$ cat config.mk
export PLATFORM = sky130hd
export DESIGN_NAME = rsw_supervisor
export DESIGN_NICKNAME = d
export VERILOG_FILES = /design/src/rsw_pkg.sv /design/src/rsw_sync.sv /design/src/rsw_hold_timer.sv /design/src/rsw_supervisor.sv
export SDC_FILE = /design/constraint.sdc
export NUM_CORES = 1
export LEC_CHECK = 0
export BUFFER_PORTS_ARGS = -buffer_cell sky130_fd_sc_hd__buf_2
export CORE_ASPECT_RATIO = 1.25
export CORE_MARGIN = 10
export CORE_UTILIZATION = 50
export CTS_CLUSTER_SIZE = 20
export DETAILED_ROUTE_END_ITERATION = 6
export PLACE_DENSITY_LB_ADDON = 0.15
export SLEW_MARGIN = 20
export SYNTH_ARGS = -nofsm -noshare
export SYNTH_HDL_FRONTEND = slang
export SYNTH_SLANG_ARGS = --single-unit
export TNS_END_PERCENT = 30
$ cat constraint.sdc
create_clock -name core_clk_in -period 10.8 [get_ports core_clk_in]
set_input_delay 0.54 -clock core_clk_in [delete_from_list [all_inputs] [get_ports core_clk_in]]
set_output_delay 0.54 -clock core_clk_in [all_outputs]
set_load 0.01 [all_outputs]
$ cat src/rsw_pkg.sv
// package: constants for the rtc supervisor, watchdog and interrupt block
package rsw_pkg;
    // ------------------------------------------------------------
    // clocks
    // ------------------------------------------------------------
    localparam int CORE_CLK_HZ = 20_000_000;
    localparam int OSC_HZ      = 32_768;
    localparam int CNT_W       = 17;

    // ------------------------------------------------------------
    // times and derived counts
    // ------------------------------------------------------------
    localparam int PB_MIN_NS        = 1000;
    localparam int PB_MIN_CYC       = (PB_MIN_NS * (CORE_CLK_HZ / 1_000_000) + 999) / 1000;
    localparam int ADDR_STABLE_NS   = 50;
    localparam int ADDR_STABLE_CYC  = (ADDR_STABLE_NS * (CORE_CLK_HZ / 1_000_000) + 999) / 1000;
    localparam int CYCLE_FINISH_US  = 10;
    localparam int CYCLE_FINISH_CYC = CYCLE_FINISH_US * (CORE_CLK_HZ / 1_000_000);
    localparam int POR_HOLD_MS      = 200;
    localparam int POR_HOLD_TICKS   = (POR_HOLD_MS * OSC_HZ + 999) / 1000;
    localparam int ENABLE_HOLD_MS   = 200;
    localparam int ENABLE_HOLD_TICKS = (ENABLE_HOLD_MS * OSC_HZ) / 1000;
    localparam int PROTECT_EXT_MS   = 200;
    localparam int PROTECT_EXT_TICKS = (PROTECT_EXT_MS * OSC_HZ + 999) / 1000;
    localparam int PB_HOLD_MS       = 200;
    localparam int PB_HOLD_TICKS    = (PB_HOLD_MS * OSC_HZ + 999) / 1000;

    // ------------------------------------------------------------
    // watchdog and reset time-out tables, in oscillator ticks
    // ------------------------------------------------------------
    localparam logic [CNT_W-1:0] WDOG_TICKS_TBL [0:7] = '{
        17'h0C000, 17'h00300, 17'h00600, 17'h00C00,
        17'h01800, 17'h03000, 17'h06000, 17'h18000};
    localparam logic [CNT_W-1:0] WRST_TICKS_TBL [0:7] = '{
        17'h00008, 17'h00080, 17'h00100, 17'h00200,
        17'h00400, 17'h00800, 17'h01000, 17'h04000};
    localparam logic [2:0] WDOG_SEL_RESET = 3'h0;

    // ------------------------------------------------------------
    // interrupts, register port and watchdog states
    // ------------------------------------------------------------
    localparam int IRQ_PERIODIC = 0;
    localparam int IRQ_ALARM    = 1;
    localparam int IRQ_PWRFAIL  = 2;
    localparam logic [3:0] FLAG_ADDR = 4'hD;
    localparam int PRESC_W = 15;

    typedef enum logic [1:0] {
        WD_OFF = 2'h0,
        WD_RUN = 2'h1,
        WD_RST = 2'h3
    } rsw_wd_state_type;
endpackage : rsw_pkg

$ cat src/rsw_sync.sv
// two-flop synchroniser, one generate lane per bit
`timescale 1ns/1ns
`default_nettype none
module rsw_sync #(
    parameter int W = 1
) (
    // clock and reset
    input  wire logic         core_clk_in,
    input  wire logic         sys_rst_in,
    // data
    input  wire logic [W-1:0] d_in,
    output var  logic [W-1:0] q_out
);
    for (genvar i = 0; i < W; i++) begin : g_lane
        logic meta_reg;
        always_ff @(posedge core_clk_in) begin
            if (sys_rst_in) begin
                meta_reg <= 1'b0;
                q_out[i] <= 1'b0;
            end else begin
                meta_reg <= d_in[i];
                q_out[i] <= meta_reg;
            end
        end
    end
endmodule : rsw_sync
`default_nettype wire

$ cat src/rsw_hold_timer.sv
// loadable down-counter of oscillator ticks with busy flag
`timescale 1ns/1ns
`default_nettype none
module rsw_hold_timer
    import rsw_pkg::*;
(
    // clock and reset
    input  wire logic             core_clk_in,
    input  wire logic             sys_rst_in,
    // control
    input  wire logic             load_in,
    input  wire logic [CNT_W-1:0] value_in,
    input  wire logic             tick_in,
    // status
    output var  logic             busy_out
);
    logic [CNT_W-1:0] cnt_reg;
    wire              cnt_zero = (cnt_reg == '0);

    always_ff @(posedge core_clk_in) begin
        if (sys_rst_in) begin
            cnt_reg <= '0;
        end else if (load_in) begin
            cnt_reg <= value_in;
        end else if (tick_in && !cnt_zero) begin
            cnt_reg <= cnt_reg - 1'b1;
        end
    end

    assign busy_out = !cnt_zero;
endmodule : rsw_hold_timer
`default_nettype wire

$ cat src/rsw_supervisor.sv
// top: cpu supervisor, sram enable gating, watchdog and interrupt combiner
`timescale 1ns/1ns
`default_nettype none
module rsw_supervisor
    import rsw_pkg::*;
#(
    parameter logic [CNT_W-1:0] POR_HOLD     = CNT_W'(POR_HOLD_TICKS),
    parameter logic [CNT_W-1:0] ENABLE_HOLD  = CNT_W'(ENABLE_HOLD_TICKS),
    parameter logic [CNT_W-1:0] PROTECT_EXT  = CNT_W'(PROTECT_EXT_TICKS),
    parameter logic [CNT_W-1:0] PB_HOLD      = CNT_W'(PB_HOLD_TICKS)
) (
    // clock and reset
    input  wire logic       core_clk_in,
    input  wire logic       sys_rst_in,
    // oscillator and power detectors
    input  wire logic       osc_clk_in,
    input  wire logic       power_fail_in,
    input  wire logic       backup_mode_in,
    input  wire logic       battery_valid_in,
    input  wire logic       osc_run_in_backup_in,
    output var  logic       osc_enable_out,
    output var  logic       backup_isolate_out,
    // host register port
    input  wire logic [3:0] host_addr_in,
    input  wire logic       host_rd_in,
    input  wire logic       host_wr_in,
    input  wire logic [2:0] wdog_period_sel_in,
    input  wire logic       wdog_sel_wr_in,
    output var  logic       host_wr_allow_out,
    output var  logic [2:0] wdog_period_sel_out,
    // external sram enable
    input  wire logic       chip_enable_n_in,
    output var  logic       gated_chip_enable_n_out,
    // reset pin, open drain
    input  wire logic       sup_reset_n_in,
    output var  logic       sup_reset_n_out,
    output var  logic       sup_reset_oe_out,
    // watchdog
    input  wire logic       wdog_kick_in,
    input  wire logic       wdog_float_in,
    output var  logic       wdog_expired_out,
    // interrupts
    input  wire logic       alarm_match_in,
    input  wire logic [3:0] periodic_rate_in,
    input  wire logic [2:0] irq_enable_in,
    output var  logic [2:0] irq_flags_out,
    output var  logic       irq_n_out,
    output var  logic       irq_oe_out
);
    // ------------------------------------------------------------
    // pin synchronisers
    // ------------------------------------------------------------
    localparam int SW = 12;
    logic [SW-1:0] raw_pins;
    logic [SW-1:0] sy;
    assign raw_pins = {osc_clk_in, power_fail_in, backup_mode_in, battery_valid_in,
                       host_rd_in, host_wr_in, chip_enable_n_in, sup_reset_n_in,
                       wdog_kick_in, wdog_float_in, alarm_match_in, wdog_sel_wr_in};

    rsw_sync #(.W(SW)) u_sync (
        .core_clk_in (core_clk_in),
        .sys_rst_in  (sys_rst_in),
        .d_in        (raw_pins),
        .q_out       (sy)
    );

    wire osc_s   = sy[11];
    wire pf_s    = sy[10];
    wire bkup_s  = sy[9];
    wire batt_s  = sy[8];
    wire rd_s    = sy[7];
    wire wr_s    = sy[6];
    wire ce_n_s  = sy[5];
    wire rst_n_s = sy[4];
    wire kick_s  = sy[3];
    wire float_s = sy[2];
    wire alarm_s = sy[1];
    wire wsel_s  = sy[0];

    logic [3:0] addr_s1_reg;
    logic [3:0] addr_s2_reg;

    // ------------------------------------------------------------
    // edge detectors and oscillator tick
    // ------------------------------------------------------------
    logic osc_prev_reg;
    logic pf_prev_reg;
    logic kick_prev_reg;
    logic alarm_prev_reg;
    logic wsel_prev_reg;

    wire osc_tick   = osc_s && !osc_prev_reg;
    wire pf_rise    = pf_s && !pf_prev_reg;
    wire pf_fall    = !pf_s && pf_prev_reg;
    wire kick_edge  = kick_s != kick_prev_reg;
    wire alarm_rise = alarm_s && !alarm_prev_reg;
    wire wsel_rise  = wsel_s && !wsel_prev_reg;

    // ------------------------------------------------------------
    // hold timers
    // ------------------------------------------------------------
    logic por_busy;
    logic ce_hold_busy;
    logic prot_busy;
    logic pb_start;

    rsw_hold_timer u_por (
        .core_clk_in (core_clk_in),
        .sys_rst_in  (sys_rst_in),
        .load_in     (pf_fall || pb_start),
        .value_in    (pb_start ? PB_HOLD : POR_HOLD),
        .tick_in     (osc_tick),
        .busy_out    (por_busy)
    );

    rsw_hold_timer u_ce_hold (
        .core_clk_in (core_clk_in),
        .sys_rst_in  (sys_rst_in),
        .load_in     (pf_fall),
        .value_in    (ENABLE_HOLD),
        .tick_in     (osc_tick),
        .busy_out    (ce_hold_busy)
    );

    rsw_hold_timer u_protect (
        .core_clk_in (core_clk_in),
        .sys_rst_in  (sys_rst_in),
        .load_in     (pf_fall),
        .value_in    (PROTECT_EXT),
        .tick_in     (osc_tick),
        .busy_out    (prot_busy)
    );

    // ------------------------------------------------------------
    // write protection and period select
    // ------------------------------------------------------------
    wire        protect  = pf_s || prot_busy || pf_fall;
    logic [2:0] wsel_reg;
    wire        wsel_load = wsel_rise && !protect;
    wire        wsel_lost = pf_s && !batt_s;

    // ------------------------------------------------------------
    // sram enable gating
    // ------------------------------------------------------------
    logic        ce_block_reg;
    logic [15:0] finish_cnt_reg;
    wire         finish_over = finish_cnt_reg >= 16'(CYCLE_FINISH_CYC);
    wire         ce_idle     = ce_n_s;
    wire         ce_block_next = pf_s ? (ce_block_reg || ce_idle || finish_over)
                                      : (ce_hold_busy || pf_fall);

    // ------------------------------------------------------------
    // push-button reset
    // ------------------------------------------------------------
    logic [7:0] pb_cnt_reg;
    logic       pb_armed_reg;
    logic       rst_drive_reg;
    wire        in_reset_cycle = rst_drive_reg;
    wire        pb_low   = !rst_n_s && !in_reset_cycle;
    assign pb_start = pb_armed_reg && rst_n_s;

    // ------------------------------------------------------------
    // watchdog
    // ------------------------------------------------------------
    rsw_wd_state_type wd_state_reg;
    rsw_wd_state_type wd_state_next;
    logic [CNT_W-1:0] wd_cnt_reg;
    logic             wdo_reg;
    wire              wd_disable = pf_s || bkup_s || float_s;
    wire [CNT_W-1:0]  wd_period  = WDOG_TICKS_TBL[wsel_reg];
    wire [CNT_W-1:0]  wd_rst_len = WRST_TICKS_TBL[wsel_reg];
    wire              wd_expire  = (wd_state_reg == WD_RUN) && osc_tick
                                   && (wd_cnt_reg >= wd_period - 1'b1);
    wire              wd_rst_end = (wd_state_reg == WD_RST) && osc_tick
                                   && (wd_cnt_reg >= wd_rst_len - 1'b1);

    always_comb begin
        wd_state_next = wd_state_reg;
        case (wd_state_reg)
            WD_OFF: begin
                if (!wd_disable) begin
                    wd_state_next = WD_RUN;
                end
            end
            WD_RUN: begin
                if (wd_disable) begin
                    wd_state_next = WD_OFF;
                end else if (wd_expire && !kick_edge) begin
                    wd_state_next = WD_RST;
                end
            end
            WD_RST: begin
                if (wd_disable) begin
                    wd_state_next = WD_OFF;
                end else if (wd_rst_end) begin
                    wd_state_next = WD_RUN;
                end
            end
            default: wd_state_next = WD_OFF;
        endcase
    end

    // ------------------------------------------------------------
    // interrupts
    // ------------------------------------------------------------
    logic [PRESC_W-1:0] presc_reg;
    logic [2:0]         flags_reg;
    logic [7:0]         addr_age_reg;
    wire [PRESC_W-1:0]  per_mask  = (PRESC_W'(1) << (periodic_rate_in - 4'h1)) - PRESC_W'(1);
    wire                per_event = osc_tick && (periodic_rate_in != 4'h0)
                                    && ((presc_reg & per_mask) == '0);
    wire [2:0]          flag_set;
    assign flag_set[IRQ_PERIODIC] = per_event;
    assign flag_set[IRQ_ALARM]    = alarm_rise;
    assign flag_set[IRQ_PWRFAIL]  = pf_rise;
    wire addr_stable = (addr_s2_reg == FLAG_ADDR) && (addr_s1_reg == addr_s2_reg)
                       && (addr_age_reg >= 8'(ADDR_STABLE_CYC));
    wire flag_clear  = rd_s && addr_stable;
    wire irq_active  = |(flags_reg & irq_enable_in) && !bkup_s;

    // ------------------------------------------------------------
    // registers
    // ------------------------------------------------------------
    always_ff @(posedge core_clk_in) begin
        if (sys_rst_in) begin
            osc_prev_reg   <= 1'b0;
            pf_prev_reg    <= 1'b0;
            kick_prev_reg  <= 1'b0;
            alarm_prev_reg <= 1'b0;
            wsel_prev_reg  <= 1'b0;
            addr_s1_reg    <= 4'h0;
            addr_s2_reg    <= 4'h0;
            addr_age_reg   <= 8'h00;
        end else begin
            osc_prev_reg   <= osc_s;
            pf_prev_reg    <= pf_s;
            kick_prev_reg  <= kick_s;
            alarm_prev_reg <= alarm_s;
            wsel_prev_reg  <= wsel_s;
            addr_s1_reg    <= host_addr_in;
            addr_s2_reg    <= addr_s1_reg;
            if (addr_s1_reg != addr_s2_reg) begin
                addr_age_reg <= 8'h00;
            end else if (addr_age_reg != 8'hFF) begin
                addr_age_reg <= addr_age_reg + 8'h01;
            end
        end
    end

    always_ff @(posedge core_clk_in) begin
        if (sys_rst_in) begin
            wsel_reg           <= WDOG_SEL_RESET;
            backup_isolate_out <= 1'b1;
            osc_enable_out     <= 1'b1;
            host_wr_allow_out  <= 1'b0;
        end else begin
            if (wsel_lost) begin
                wsel_reg <= WDOG_SEL_RESET;
            end else if (wsel_load) begin
                wsel_reg <= wdog_period_sel_in;
            end
            if (!pf_s) begin
                backup_isolate_out <= 1'b0;
            end
            osc_enable_out    <= !bkup_s || osc_run_in_backup_in;
            host_wr_allow_out <= wr_s && !protect;
        end
    end

    always_ff @(posedge core_clk_in) begin
        if (sys_rst_in) begin
            ce_block_reg   <= 1'b1;
            finish_cnt_reg <= 16'h0000;
        end else begin
            ce_block_reg <= ce_block_next;
            if (pf_s && !finish_over) begin
                finish_cnt_reg <= finish_cnt_reg + 16'h0001;
            end else if (!pf_s) begin
                finish_cnt_reg <= 16'h0000;
            end
        end
    end

    always_ff @(posedge core_clk_in) begin
        if (sys_rst_in) begin
            pb_cnt_reg    <= 8'h00;
            pb_armed_reg  <= 1'b0;
            rst_drive_reg <= 1'b1;
        end else begin
            if (pb_start) begin
                pb_armed_reg <= 1'b0;
            end else if (pb_low && pb_cnt_reg >= 8'(PB_MIN_CYC - 1)) begin
                pb_armed_reg <= 1'b1;
            end
            pb_cnt_reg    <= pb_low ? pb_cnt_reg + 8'h01 : 8'h00;
            rst_drive_reg <= pf_s || por_busy || pf_fall || pb_start
                             || (wd_state_next == WD_RST);
        end
    end

    always_ff @(posedge core_clk_in) begin
        if (sys_rst_in) begin
            wd_state_reg <= WD_OFF;
            wd_cnt_reg   <= '0;
            wdo_reg      <= 1'b1;
        end else begin
            wd_state_reg <= wd_state_next;
            if (wd_disable || (kick_edge && wd_state_reg == WD_RUN) || wd_expire || wd_rst_end) begin
                wd_cnt_reg <= '0;
            end else if (osc_tick) begin
                wd_cnt_reg <= wd_cnt_reg + 1'b1;
            end
            if (wd_disable || kick_edge) begin
                wdo_reg <= 1'b1;
            end else if (wd_expire) begin
                wdo_reg <= 1'b0;
            end
        end
    end

    always_ff @(posedge core_clk_in) begin
        if (sys_rst_in) begin
            presc_reg  <= '0;
            flags_reg  <= 3'h0;
            irq_oe_out <= 1'b0;
        end else begin
            if (osc_tick) begin
                presc_reg <= presc_reg + 1'b1;
            end
            flags_reg  <= (flag_clear ? 3'h0 : flags_reg) | flag_set;
            irq_oe_out <= irq_active && !flag_clear;
        end
    end

    // ------------------------------------------------------------
    // outputs
    // ------------------------------------------------------------
    assign gated_chip_enable_n_out = chip_enable_n_in || ce_block_reg;
    assign sup_reset_n_out         = 1'b0;
    assign sup_reset_oe_out        = rst_drive_reg;
    assign wdog_expired_out        = wdo_reg;
    assign wdog_period_sel_out     = wsel_reg;
    assign irq_flags_out           = flags_reg;
    assign irq_n_out               = 1'b0;
endmodule : rsw_supervisor
`default_nettype wire

After elaboration in Yosys (flattened, before gate mapping)
Memories as Yosys holds them, arrays and structs flattened.
Cells that the tools add are included.
{"block": "op_classes", "mux": 20, "n_eq_ne": 9, "n_shift": 1, "n_lt_le_gt_ge": 6, "bitwise": 5, "addsub": 12, "n_reduce_logical": 80}
{"op": "17-bit by 1-bit subtractor with 17-bit output (second input constant)", "count": 5}
{"op": "13-bit 2-to-1 mux", "count": 6}
{"op": "17-bit 2-to-1 mux", "count": 4}
{"op": "17-bit zero test", "count": 3}
{"op": "17-bit >= comparator", "count": 2}
{"op": "16-bit 2-to-1 mux", "count": 2}
{"op": "1-bit logical AND", "count": 28}
{"op": "1-bit logical OR", "count": 18}
{"op": "17-bit by 1-bit adder with 17-bit output (second input constant)", "count": 1}
{"op": "16-bit by 1-bit adder with 16-bit output (second input constant)", "count": 1}
{"op": "8-bit by 1-bit adder with 8-bit output (second input constant)", "count": 2}
{"op": "16-bit by 8-bit >= comparator with 1-bit output (second input constant)", "count": 1}
{"op": "1-bit zero test", "count": 16}
{"op": "2-bit OR reduction", "count": 8}
{"op": "15-bit by 1-bit adder with 15-bit output (second input constant)", "count": 1}
{"op": "15-bit AND", "count": 1}
{"op": "15-bit zero test", "count": 1}
{"op": "1-bit by 4-bit << shifter with 15-bit output (first input constant)", "count": 1}
{"op": "15-bit by 2-bit subtractor with 15-bit output (second input constant)", "count": 1}
{"op": "2-bit 2-to-1 mux", "count": 5}
{"op": "8-bit by 1-bit >= comparator with 1-bit output (second input constant)", "count": 1}
{"op": "8-bit by 5-bit >= comparator with 1-bit output (second input constant)", "count": 1}
{"op": "8-bit != test (second input constant)", "count": 1}
{"op": "2-bit case mux with 3 select lines", "count": 1}
{"op": "19 further kinds", "count": 22}
{"block": "word_totals", "ff_bits": 168, "rom_bits": 272, "wordCells": 188, "in_bits": 29, "memories": 2, "out_inout_bits": 15}
{"memory": "(no name shown)", "depth": 8, "width": 17, "read_ports": 1, "rd_ports_with_merged_regs": 0, "wr": 0, "line": "rsw_supervisor.sv:171", "rtl": "wire [CNT_W-1:0] wd_rst_len = WRST_TICKS_TBL[wsel_reg];"}
{"memory": "(no name shown)", "depth": 8, "width": 17, "read_ports": 1, "rd_ports_with_merged_regs": 0, "wr": 0, "line": "rsw_supervisor.sv:170", "rtl": "wire [CNT_W-1:0] wd_period = WDOG_TICKS_TBL[wsel_reg];"}

Longest topological paths before layout
{"block": "depth", "depth_word": 13, "mapped_depth": 16, "mapped_depth_nobuf": 14}

Cells and area by module
Synthesis repeated with hierarchy kept, for this count alone.
{"block": "hier_totals", "cells_unflattened": 1058, "area_unflattened_um2": 9120.0}
{"module": "rsw_supervisor", "n_inst": 1, "seq_area_each_um2": 1861.8, "cells_each": 591, "area_each_um2": 5101.1}
{"module": "rsw_hold_timer", "n_inst": 3, "seq_area_each_um2": 340.3, "cells_each": 139, "area_each_um2": 1108.6}
{"module": "rsw_sync", "n_inst": 1, "seq_area_each_um2": 480.5, "cells_each": 50, "area_each_um2": 693.2}

Worst setup path after synthesis
Ideal clock, no wire load.
{"block": "synth_timing", "path_type": "register to register", "from": "register wsel_reg[1] (netlist: wdog_period_sel_out[1])", "to": "register wd_cnt_reg[10]", "slack_ns": 7.090, "period_less_slack_ns": 3.710, "t_required_ns": 10.683, "arrival_time_ns": 3.593, "setup_ns": 0.117, "path_buffers": 2, "stages_incl_launch_ff": 16, "path_cell_list": "dfxtp_1 inv_1 ha_1 clkbuf_1 nor2b_1 inv_1 ha_1 xnor2_1 ha_1 nand4_1 or4_1 nor4_1 a211oi_1 o211ai_1 buf_2 nor2_1"}
{"block": "synth_between", "elab_chain_cells": 10, "elab_cells_between_ends": 16, "cone_classes": "add/sub: 2; order compare: 2; mux: 4; bitwise: 1; reduce/logical: 5; memory: 2"}
{"item": "start, declared", "line": "rsw_supervisor.sv:138", "rtl": "logic [2:0] wsel_reg;"}
{"item": "start signal, assigned", "line": "rsw_supervisor.sv:260", "rtl": "wsel_reg <= wdog_period_sel_in;"}
{"item": "3-bit inverter with 4-bit output (implied by the code) (*)", "line": "rsw_supervisor.sv:170, rsw_supervisor.sv:171"}
{"item": "memory 8 x 17 bit"}
{"item": "17-bit 2-to-1 mux (implied by the code) (2 in a row)", "line": "rsw_supervisor.sv:170"}
{"item": "17-bit by 1-bit subtractor with 17-bit output", "line": "rsw_supervisor.sv:173", "rtl": "&& (wd_cnt_reg >= wd_period - 1'b1);"}
{"item": "17-bit >= comparator", "line": "rsw_supervisor.sv:173"}
{"item": "1-bit logical AND", "line": "rsw_supervisor.sv:173"}
{"item": "1-bit logical OR", "line": "rsw_supervisor.sv:308", "rtl": "if (wd_disable || (kick_edge && wd_state_reg == WD_RUN) || wd_expire || wd_rst_end) begin"}
{"item": "1-bit logical OR (*)", "line": "rsw_supervisor.sv:308"}
{"item": "2-bit OR reduction (no line) (*)"}
{"item": "end signal, assigned", "line": "rsw_supervisor.sv:311", "rtl": "wd_cnt_reg <= wd_cnt_reg + 1'b1;"}
{"item": "end, declared", "line": "rsw_supervisor.sv:167", "rtl": "logic [CNT_W-1:0] wd_cnt_reg;"}
Every way passes the cells marked *; elsewhere a longest branch is shown, timed or not. The select of a mux whose other input is x is not followed.
A chain may end at the register's enable or synchronous reset.

Final worst setup path
{"block": "layout_timing", "from": "register wsel_reg[1] (netlist: wdog_period_sel_out[1])", "to": "register wd_cnt_reg[2]"}
Same word-level chain as after synthesis.

==> flow_metrics.py <==
metrics = {
    "run_status": {
        "status": "completed",
    },
    "floorplan": {
        "die_h_microns": 161.0,
        "ios": 44,
        "fp.coreArea_sq_um": 15630,
        "die_x_microns": 132.8,
        "dieArea_sq_um": 21390,
        "placementRows": 51,
        "start_util_pct": 50.90,
    },
    "setup_path": {
        "cpMaxStageDelayCell": "or4_1",
        "cpMostUsedCell": "ha_1",
        "cp_data_arrival_time_ns": 4.07,
        "crit_required_ns": 11.12,
        "cpPeakStageDelay_ns": 0.51,
        "worstPathMaxFanout": 17,
        "reg2reg_slack_ns": 7.06,
        "cp_cell_sequence": "inv_1, ha_1, nor2b_1, inv_1, ha_1, xnor2_1, ha_1, nand4_1, or4_1, nor4_1, a211oi_1, o211ai_1, buf_4, nor2_1",
        "critPathLaunchType": "flop",
        "endpoint_kind": "flop",
        "crit_type": "reg -> reg",
    },
    "sta": {
        "finalHoldWorstSlack_ns": 0.3172,
        "timing.final.ws_setup_ns": 7.056,
        "fmax_ghz": 0.2671,
        "finalHoldViolCount": 0,
        "finalSetupViolCount": 0,
        "min_period_ns": 3.744,
        "rsz0062_at_grt": "false",
        "worst-slew-pin-transition_ns": 0.7896,
        "slew_viol_final": 0,
        "skew_ns": 0.009153,
        "final.period_utilization_pct": 34.67,
        "slew_headroom_pct": 47.36,
        "setup_tns_ns": 0,
    },
    "detailed_routing": {
        "wl_per_cell_microns": 13.72,
        "antenna_left": 0,
        "first_pass_iters": 4,
        "vias_per_cell": 5.284,
        "detail_route.wirelength_microns": 15930,
        "route.detailed.drc": 0,
        "num_vias": 6135,
        "drt_iter0_drc": 253,
    },
    "synth": {
        "netlist_area_sq_um": 7958,
        "synthArstFlopShare_pct": 0,
        "synth.most_common_cell": "dfxtp_1",
        "yosysTopAreaCell": "dfxtp_1",
        "avgSynthCellArea_sq_um": 8.687,
        "synth_top_area_share_pct": 42.26,
        "yosys_warnings": 0,
        "yosysSeqAreaShare_pct": 42.26,
        "synth_area_leaders": "dfxtp_1 (42%), ha_1 (6.1%), nor2_1 (5.7%), xor2_1 (5.4%), xnor2_1 (5.0%)",
        "syn_inst": 916,
        "synth_edf_count": 0,
        "synthTopCellsByCount": "dfxtp_1 (168), nor2_1 (121), nand2_1 (56)",
        "synth_cell_types": 70,
        "synth_top_flop_cell": "dfxtp_1",
        "synth_seq_cells": 168,
    },
    "layout": {
        "multi_input_area_sq_um": 4312,
        "antenna_cells": 0,
        "seq_area_sq_um": 3363,
        "layout-drive-gt1-share_pct": 9.800,
        "fillers": 1441,
        "area_growth_pct": 10.99,
        "num-nets-final": 1004,
    },
    "power_and_ir_drop": {
        "p_seq_share_pct": 46.4,
        "p_sw_uw": 413.8,
        "internal_power_mw": 1.050,
        "comb_power_share_pct": 14.8,
        "peakVddDrop_v": 0.0001131,
        "p_sw_share_pct": 28.28,
        "power_mw": 1.463,
        "power_frac_clock_pct": 38.8,
        "leakagePower_nw": 3.417,
        "p_per_area_nw_per_um2": 165.7,
    },
    "global_routing": {
        "grt_start_max_net_pins": 47,
        "grt_pass1_wl_microns": 27210,
        "globalRoute.totalOverflow": 0,
        "grt_pass1_vias": 5809,
        "antenna_found_initial": 0,
        "track_usage_pct": 15.14,
    },
    "placed_design": {
        "globalplace.congestion": 0.8071,
        "preCtsSetupSlack_ns": 7.078,
        "dpl.hpwl_microns": 11310,
        "io_buffers": 41,
    },
    "hold_path": {
        "hold_path_class": "in -> reg",
    },
    "clocking": {
        "ctsRootBufferMaster": "clkbuf_16",
        "cts_tree": "done",
        "cts_resized": 0,
        "clk_pin_slew_ns": 0.07,
        "hold_buffers": 0,
        "clock-sinks": 168,
        "cts_buffers": 17,
        "htree_levels": 4,
        "clock_path_buffers": 2,
        "insertion_delay_ns": 0.43,
        "post-cts-setup-buffer-count": 0,
    },
    "flow_run": {
        "maxCapViolCount": 0,
    },
}
[placed cells by master (no fill, tap or decap), drive strengths merged, types with 21 or more instances in the layout]
cell / synthesis / final
ha: 39 / 39
xnor2: 45 / 45
dfxtp: 168 / 168
nor3: 33 / 33
nand3: 24 / 24
nor2: 122 / 122
nor4: 26 / 26
xor2: 49 / 49
nand4: 21 / 21
nor2b: 44 / 44
a21oi: 54 / 54
inv: 27 / 33
buf: 10 / 45
nand2: 56 / 56
[power groups by stage]
stage	clock network, mW	logic, mW	registers (mW)
final	0.567	0.217	0.679
after global routing	0.611	0.249	0.683
after CTS	0.585	0.219	0.679
after detailed placement	0	0.218	0.692
after global placement	0	0.216	0.692
after floorplan	0	0.179	0.686
[critical path, delay by kind of cell, from the launching register on]
kind                       cells  cell delay (ns)
adders and majority gates      3             0.98
xor gates and xnor gates       1             0.14
DFF                            1             0.40
and+or+nand+nor                5             1.34
buffers and inverters          3             0.51
AOI/OAI and AO/OA              2             0.27
[routing by layer]
layer	track usage, %	routed length [microns]	vias up
met5	0	0	-
met4	5.661	240	0
met3	4.004	458	22
met2	25.12	7578	64
met1	18.37	7649	2827
li1	-	-	3222
[worst paths after layout]
check,start,end,depth (start not counted)
max,wdog_period_sel_out[1],wd_cnt_reg[2],14
min,power_fail_in,u_sync.g_lane[10].meta_reg,2
max reg2reg,wdog_period_sel_out[1],wd_cnt_reg[2],14
min reg2reg,u_sync.g_lane[10].meta_reg,u_sync.q_out[10],1
[metrics by stage]
step / utilization [%] / cell area [sq um] / std cells
after floorplan: - / 7961 / 917
after global placement: 52.94 / 8277 / 1129
after detailed placement: 52.94 / 8277 / 1129
after CTS: 56.49 / 8832 / 1161
after global routing: 56.49 / 8832 / 1161
final: 56.49 / 8832 / 1161
[kinds of logic after synthesis]
kind of cell	after synthesis	synth area share [%]
buffers and inverters	72	3.632
flip-flops	168	42.26
multiplexers	7	0.9120
adder cells (fa/ha/maj)	39	6.132
AO/OA/AOI/OAI	125	10.13
XOR/XNOR	94	10.35
other	1	0.04712
AND/OR/NAND/NOR	410	26.54
[final cells by class]
cell class / instances / share of cell area [%]
multi-input combinational: 677 / 48.82
clock buffer: 19 / 5.015
clock inverter: 13 / 1.275
timing repair buffer: 45 / 2.663
tap: 212 / 3.003
sequential: 168 / 38.08
inverter: 27 / 1.147
Power figures use the tool's default switching activity.
